==> src/common/ipc_consts.vh <==
// constants for the port e/f pull control register bank
//
// What this block does
// - port e pin pull-up on when its up bit set, down clear, apply set
// - port e pin pull-down on when its down bit and apply bit set
// - port f pin pull-up on when its up bit set, down clear, apply set
// - port f pin pull-down on when its down bit and apply bit set
// - all four registers clear on device reset, kept across standby exit
// - power block soft reset leaves all four registers unchanged
// - accesses add wait cycles: three for a write, two for a read
// - port e bits exist only on the largest variant, else reserved
// - port f bits 13:3 exist only on largest variant, else bits 2:0
`ifndef IPC_CONSTS_VH
`define IPC_CONSTS_VH
// ****************************************
// register offsets
// ****************************************
`define IPC_OFS_E_UP     8'h40
`define IPC_OFS_E_DOWN   8'h44
`define IPC_OFS_F_UP     8'h48
`define IPC_OFS_F_DOWN   8'h4c
// ****************************************
// reset values and field widths
// ****************************************
`define IPC_RST_VAL      32'h00000000
`define IPC_E_PINS       16
`define IPC_F_PINS       14
`define IPC_F_SMALL_PINS 3
// ****************************************
// extra bus wait cycles
// ****************************************
`define IPC_WR_WAIT      2'h3
`define IPC_RD_WAIT      2'h2
`endif

==> src/hw/ipc_pull_bank.v <==
// port e/f pull control register bank with waited register port
`timescale 1ns/10ps
`include "ipc_consts.vh"
module ipc_pull_bank #(
	parameter FULL_VARIANT = 1
) (
	input  wire        I_CLK_SYS,
	input  wire        I_SRST,
	input  wire        i_sel,
	input  wire        i_write,
	input  wire [7:0]  i_addr,
	input  wire [31:0] i_wdata,
	input  wire        i_global_pull_apply,
	output wire        o_ready,
	output reg  [31:0] o_rdata,
	output wire        o_error,
	output wire [15:0] o_port_e_pull_up,
	output wire [15:0] o_port_e_pull_down,
	output wire [13:0] o_port_f_pull_up,
	output wire [13:0] o_port_f_pull_down
);
	// ****************************************
	// implemented bit masks
	// ****************************************
	localparam [15:0] E_MASK = (FULL_VARIANT != 0) ? 16'hffff : 16'h0000;
	localparam [13:0] F_MASK = (FULL_VARIANT != 0) ? 14'h3fff : 14'h0007;

	// ****************************************
	// sequencer states, one-hot
	// ****************************************
	localparam [2:0] ST_IDLE = 3'h1;
	localparam [2:0] ST_WAIT = 3'h2;
	localparam [2:0] ST_DONE = 3'h4;

	// ****************************************
	// state and storage
	// ****************************************
	reg [2:0]  state_ff;
	reg [2:0]  nxt_state;
	reg [1:0]  wait_ff;
	reg [1:0]  nxt_wait;
	reg [15:0] e_up_ff;
	reg [15:0] e_down_ff;
	reg [13:0] f_up_ff;
	reg [13:0] f_down_ff;
	reg        hit;
	reg [31:0] rd_mux;
	reg [15:0] nxt_e_up;
	reg [15:0] nxt_e_down;
	reg [13:0] nxt_f_up;
	reg [13:0] nxt_f_down;
	reg [31:0] nxt_rdata;

	wire       last_wait;
	wire       wr_commit;
	wire       rd_commit;
	wire       wr_e_up;
	wire       wr_e_down;
	wire       wr_f_up;
	wire       wr_f_down;

	// ****************************************
	// address decode and read mux
	// ****************************************
	always @* begin
		hit    = 1'b1;
		rd_mux = `IPC_RST_VAL;
		case (i_addr)
			`IPC_OFS_E_UP:   rd_mux = {16'h0000, e_up_ff};
			`IPC_OFS_E_DOWN: rd_mux = {16'h0000, e_down_ff};
			`IPC_OFS_F_UP:   rd_mux = {18'h0, f_up_ff};
			`IPC_OFS_F_DOWN: rd_mux = {18'h0, f_down_ff};
			default:         hit = 1'b0;
		endcase
	end

	// ****************************************
	// access sequencer: 1 setup cycle plus extra waits
	// ****************************************
	always @* begin
		nxt_state = state_ff;
		nxt_wait  = wait_ff;
		case (state_ff)
			ST_IDLE: begin
				if (i_sel) begin
					nxt_state = ST_WAIT;
					nxt_wait  = i_write ? `IPC_WR_WAIT : `IPC_RD_WAIT;
				end
			end
			ST_WAIT: begin
				if (wait_ff == 2'h1)
					nxt_state = ST_DONE;
				nxt_wait = wait_ff - 2'h1;
			end
			ST_DONE: nxt_state = ST_IDLE;
			default: nxt_state = ST_IDLE;
		endcase
	end

	// ****************************************
	// handshake outputs
	// ****************************************
	// ready comes from the state register only, so bus inputs cannot glitch it
	assign o_ready = (state_ff == ST_DONE);
	assign o_error = o_ready & ~hit;

	// ****************************************
	// commit strobes
	// ****************************************
	// address and direction are sampled in the last wait cycle, so they must stay held
	assign last_wait = (state_ff == ST_WAIT) && (wait_ff == 2'h1);
	assign wr_commit = last_wait & i_write;
	assign rd_commit = last_wait & ~i_write;
	// a write to an unmapped offset raises no strobe and is dropped
	assign wr_e_up   = wr_commit & (i_addr == `IPC_OFS_E_UP);
	assign wr_e_down = wr_commit & (i_addr == `IPC_OFS_E_DOWN);
	assign wr_f_up   = wr_commit & (i_addr == `IPC_OFS_F_UP);
	assign wr_f_down = wr_commit & (i_addr == `IPC_OFS_F_DOWN);

	// ****************************************
	// next enable values
	// ****************************************
	always @* begin
		nxt_e_up   = e_up_ff;
		nxt_e_down = e_down_ff;
		nxt_f_up   = f_up_ff;
		nxt_f_down = f_down_ff;
		if (wr_e_up)
			nxt_e_up = i_wdata[15:0] & E_MASK;
		if (wr_e_down)
			nxt_e_down = i_wdata[15:0] & E_MASK;
		if (wr_f_up)
			nxt_f_up = i_wdata[13:0] & F_MASK;
		if (wr_f_down)
			nxt_f_down = i_wdata[13:0] & F_MASK;
	end

	// ****************************************
	// next read word
	// ****************************************
	always @* begin
		nxt_rdata = o_rdata;
		if (rd_commit)
			nxt_rdata = rd_mux;
	end

	// ****************************************
	// sequencer registers
	// ****************************************
	// done always returns to idle, so a request held one cycle past ready is not taken twice; one still held in idle starts a new access
	always @(posedge I_CLK_SYS) begin
		if (I_SRST) begin
			state_ff <= ST_IDLE;
			wait_ff  <= 2'h0;
		end else begin
			state_ff <= nxt_state;
			wait_ff  <= nxt_wait;
		end
	end

	// ****************************************
	// read data register
	// ****************************************
	// holds the last read word until the next read completes
	always @(posedge I_CLK_SYS) begin
		if (I_SRST)
			o_rdata <= `IPC_RST_VAL;
		else
			o_rdata <= nxt_rdata;
	end

	// ****************************************
	// pull enable registers
	// ****************************************
	// only the device reset clears; no standby or soft reset input exists
	always @(posedge I_CLK_SYS) begin
		if (I_SRST)
			e_up_ff <= 16'h0000;
		else
			e_up_ff <= nxt_e_up;
	end

	always @(posedge I_CLK_SYS) begin
		if (I_SRST)
			e_down_ff <= 16'h0000;
		else
			e_down_ff <= nxt_e_down;
	end

	always @(posedge I_CLK_SYS) begin
		if (I_SRST)
			f_up_ff <= 14'h0000;
		else
			f_up_ff <= nxt_f_up;
	end

	always @(posedge I_CLK_SYS) begin
		if (I_SRST)
			f_down_ff <= 14'h0000;
		else
			f_down_ff <= nxt_f_down;
	end

	// ****************************************
	// pull gating
	// ****************************************
	ipc_pull_gate #(.PINS(`IPC_E_PINS)) u_gate_e (
		.i_up_en     (e_up_ff),
		.i_down_en   (e_down_ff),
		.i_apply     (i_global_pull_apply),
		.o_pull_up   (o_port_e_pull_up),
		.o_pull_down (o_port_e_pull_down)
	);

	ipc_pull_gate #(.PINS(`IPC_F_PINS)) u_gate_f (
		.i_up_en     (f_up_ff),
		.i_down_en   (f_down_ff),
		.i_apply     (i_global_pull_apply),
		.o_pull_up   (o_port_f_pull_up),
		.o_pull_down (o_port_f_pull_down)
	);
endmodule // ipc_pull_bank

==> src/hw/ipc_pull_gate.v <==
// per-pin pull-up / pull-down gating for one port
`timescale 1ns/10ps
module ipc_pull_gate #(
	parameter PINS = 16
) (
	input  wire [PINS-1:0] i_up_en,
	input  wire [PINS-1:0] i_down_en,
	input  wire            i_apply,
	output wire [PINS-1:0] o_pull_up,
	output wire [PINS-1:0] o_pull_down
);
	genvar g;
	generate
		for (g = 0; g < PINS; g = g + 1) begin : g_pin
			// down wins over up when both are set
			assign o_pull_up[g]   = i_apply & i_up_en[g] & ~i_down_en[g];
			assign o_pull_down[g] = i_apply & i_down_en[g];
		end
	endgenerate
endmodule // ipc_pull_gate

==> config.mk <==
export PLATFORM = sky130hd
export DESIGN_NAME = ipc_pull_bank
export DESIGN_NICKNAME = d
export VERILOG_FILES = /design/src/hw/ipc_pull_bank.v /design/src/hw/ipc_pull_gate.v
export VERILOG_INCLUDE_DIRS = /design/src /design/src/common
export SDC_FILE = /design/constraint.sdc
export NUM_CORES = 1
export LEC_CHECK = 0
export BUFFER_PORTS_ARGS = -buffer_cell sky130_fd_sc_hd__buf_2
export CORE_ASPECT_RATIO = 1.75
export CORE_MARGIN = 3
export CORE_UTILIZATION = 30
export CTS_CLUSTER_SIZE = 16
export DETAILED_ROUTE_END_ITERATION = 7
export PLACE_DENSITY = 0.55
export SLEW_MARGIN = 20
export SYNTH_ARGS = -nofsm -noshare
export SYNTH_HDL_FRONTEND = slang
export SYNTH_SLANG_ARGS = --single-unit
==> constraint.sdc <==
create_clock -name I_CLK_SYS -period 2.4 [get_ports I_CLK_SYS]
set_input_delay 0.12 -clock I_CLK_SYS [delete_from_list [all_inputs] [get_ports I_CLK_SYS]]
set_output_delay 0.12 -clock I_CLK_SYS [all_outputs]
set_load 0.02 [all_outputs]
==> metrics <==
Starting Density 0.3090; Root Buffer clkbuf_16; Filler cells 1465; synth warn 0; setup TNS 0 ns; count leader, synth dfxtp_1; post-DP HPWL 8177 um; DRT Pass-1 Iters 4; Hold WC Path Type in -> reg; layout cells sized above 1 0.2910; via count 3390; Worst Path Arrival 2.11 ns; critical path endpoint category register; worst slew pin tran 0.8394 ns; die width 96.70 um; register clock-pin slew on the reported worst setup and hold paths 0.06 ns; row cnt 57; largest cells by area after synthesis dfxtp_1, mux2i_1, nand2b_1; Setup WS post-layout 0.5585 ns; DRC viols 0; vias per inst 4.708; fin crit period 1.842 ns; RSZ-0062 raised after global routing false; worst-skew pair later-pin latency 0.34 ns; Setup Buffers After CTS 0; drt total wl 11340 um; Area Growth Syn to Fin 22.57%; register area 1622 um^2; slowest CP cell dfxtp_1; 1st-iter DRT viols 104; top-area cell type share of the netlist area 0.3754; Nets 584; Peak Freq 0.5430 GHz; die area 15930 um^2; Crit path buffers/inverters 1; Placed Area 4930 um^2; Syn Inst Count 441; Final Cell Area 5294 um^2; leading area contributor after synthesis dfxtp_1; run status complete, no violations; CP peak stage delay 0.37 ns; FF-to-FF Start wait_ff[0]$_SDFFE_PP0P_; post-synthesis instance area 4319 um^2; Top delay family on crit path simple AND/OR/NAND/NOR gates; count of final max-slew check failures 0; max cap viols 0; Final period util 0.7673; CTS Buf Count 9; area of the multi-input gates 2399 um^2; Yosys reg bits 81; WL/cell 15.75 um; top post-synthesis cells by count dfxtp_1, nand2b_1, mux2i_1, and2_1, nor2_1; final antenna-violating net count 0; # placed instances 704; Final Hold Fails 0; core footprint 13980 um^2; Crit path required time 2.67 ns; vias in the first global route 3457; Yosys cell types 45; ant diodes 0; clk sinks 81; crit-path max FO 11; largest net degree at the start of global routing 51; I/O Buffers 106; Crit Path Class reg -> reg; Total GRT Usage 0.1449; IO Pins 139; grt total ovfl 0; hold buffer count at cts 0; PwrDens 607.2 nW/um^2; crit start category register; Post-synth EDFFs 0; Die Span Y 164.7 um; Synth async-reset ratio 0; HP Start i_wdata[15]; syn_area_per_cell 9.794 um^2; Slew Limit Headroom 0.4404; Worst Setup SP wait_ff[0]$_SDFFE_PP0P_; Finished Layout Cells 720; first-pass GRT wire length 18120 um; total power 3.214 mW; final setup fails 0; H-tree levels 3; leak pwr 2.551 nW; initial antenna violation count 0; Post-synth top flop dfxtp_1; CTS max path bufs 2; gp weighted congestion 0.7543; ordered cell list for the critical path ha_1 -> nor4bb_1 -> and4_1 -> buf_4 -> mux2i_1; pre-CTS setup slack 0.5608 ns; sequential element share of the synthesized area 0.3754; TritonCTS clock tree built; Worst VDD drop 0.3583 mV; post-CTS sizing 0; Final Skew 0.003169 ns
==> layout by cell type (no fill, tap or decap), types with 3 or more instances in the layout <==
master and n:
and2_1 30, and3b_1 3, buf_2 106, buf_4 12
bufinv_16 3, clkbuf_16 9, clkbuf_8 3, conb_1 16
dfxtp_1 81, inv_1 18, mux2i_1 62, mux4_2 14
nand2_1 27, nand2b_1 77, nand4_1 3, nand4_4 3
nor2_1 28, nor3b_1 4, o2bb2ai_1 14
==> cell type report <==
type / count / share of cell area
Timing Repair Buffer: 118 / 0.1172
Sequential cell: 81 / 0.3063
Clock buffer: 12 / 0.05034
Tap cell: 177 / 0.04183
Inverter: 18 / 0.01276
Multi-Input combinational cell: 310 / 0.4531
Clock inverter: 4 / 0.01844
==> power by group <==
part	internal, mW	leakage, nW	switching, mW
clock network	1.10	0.175	0.551
logic	0.0762	1.72	0.127
registers	1.35	0.653	0.00792
total	2.53	2.55	0.686
==> cells by family (layout without fill, tap and decap cells) <==
group,count (synthesis),in the layout,share of synthesized area
compound gates,26,26,0.05070
fa+ha+maj,1,1,0.002896
buf+inv,65,152,0.08314
flops,81,81,0.3754
mux,76,76,0.2167
other cells,1,16,0.0008682
simple gates,191,191,0.2703
==> worst paths after layout <==
check / end / slack (ns) / depth (start not counted)
setup reg to reg: e_up_ff[11]$_SDFFE_PP0P_ / 0.56 / 5
hold reg to reg: o_rdata[0]$_SDFFE_PP0P_ / 0.46 / 1
hold / removal: e_down_ff[15]$_SDFFE_PP0P_ / 0.06 / 3
setup / recovery: e_up_ff[11]$_SDFFE_PP0P_ / 0.56 / 5
==> metrics by stage <==
step           hold WS (ns)    util
2_1_floorplan        0.2959       -
5_1_grt             0.07479  0.3787
6_report            0.06333  0.3787
3_3_place_gp         0.4091  0.3527
3_5_place_dp         0.4185  0.3527
4_1_cts             0.06202  0.3787
==> layer usage <==
metal	share of wire	vias to the layer above	track usage
li1	-	1650	-
met1	0.40	1640	0.1603
met2	0.53	89	0.2689
met3	0.044	11	0.02916
met4	0.017	0	0.05942
met5	0	-	0
==> registers in the layout (all words and copies together), names as in the netlist <==
| name | count |
|---|---|
| e_up_ff | 16 |
| state_ff | 3 |
| o_rdata | 16 |
| e_down_ff | 16 |
| f_down_ff | 14 |
| f_up_ff | 14 |
| wait_ff | 2 |
==> tightest hold or removal path: stages <==
cell and delay [ns]:
buf_2 0.09, nand2b_1 0.08, mux2i_1 0.06
No activity file was read; power rests on OpenSTA's default activity.
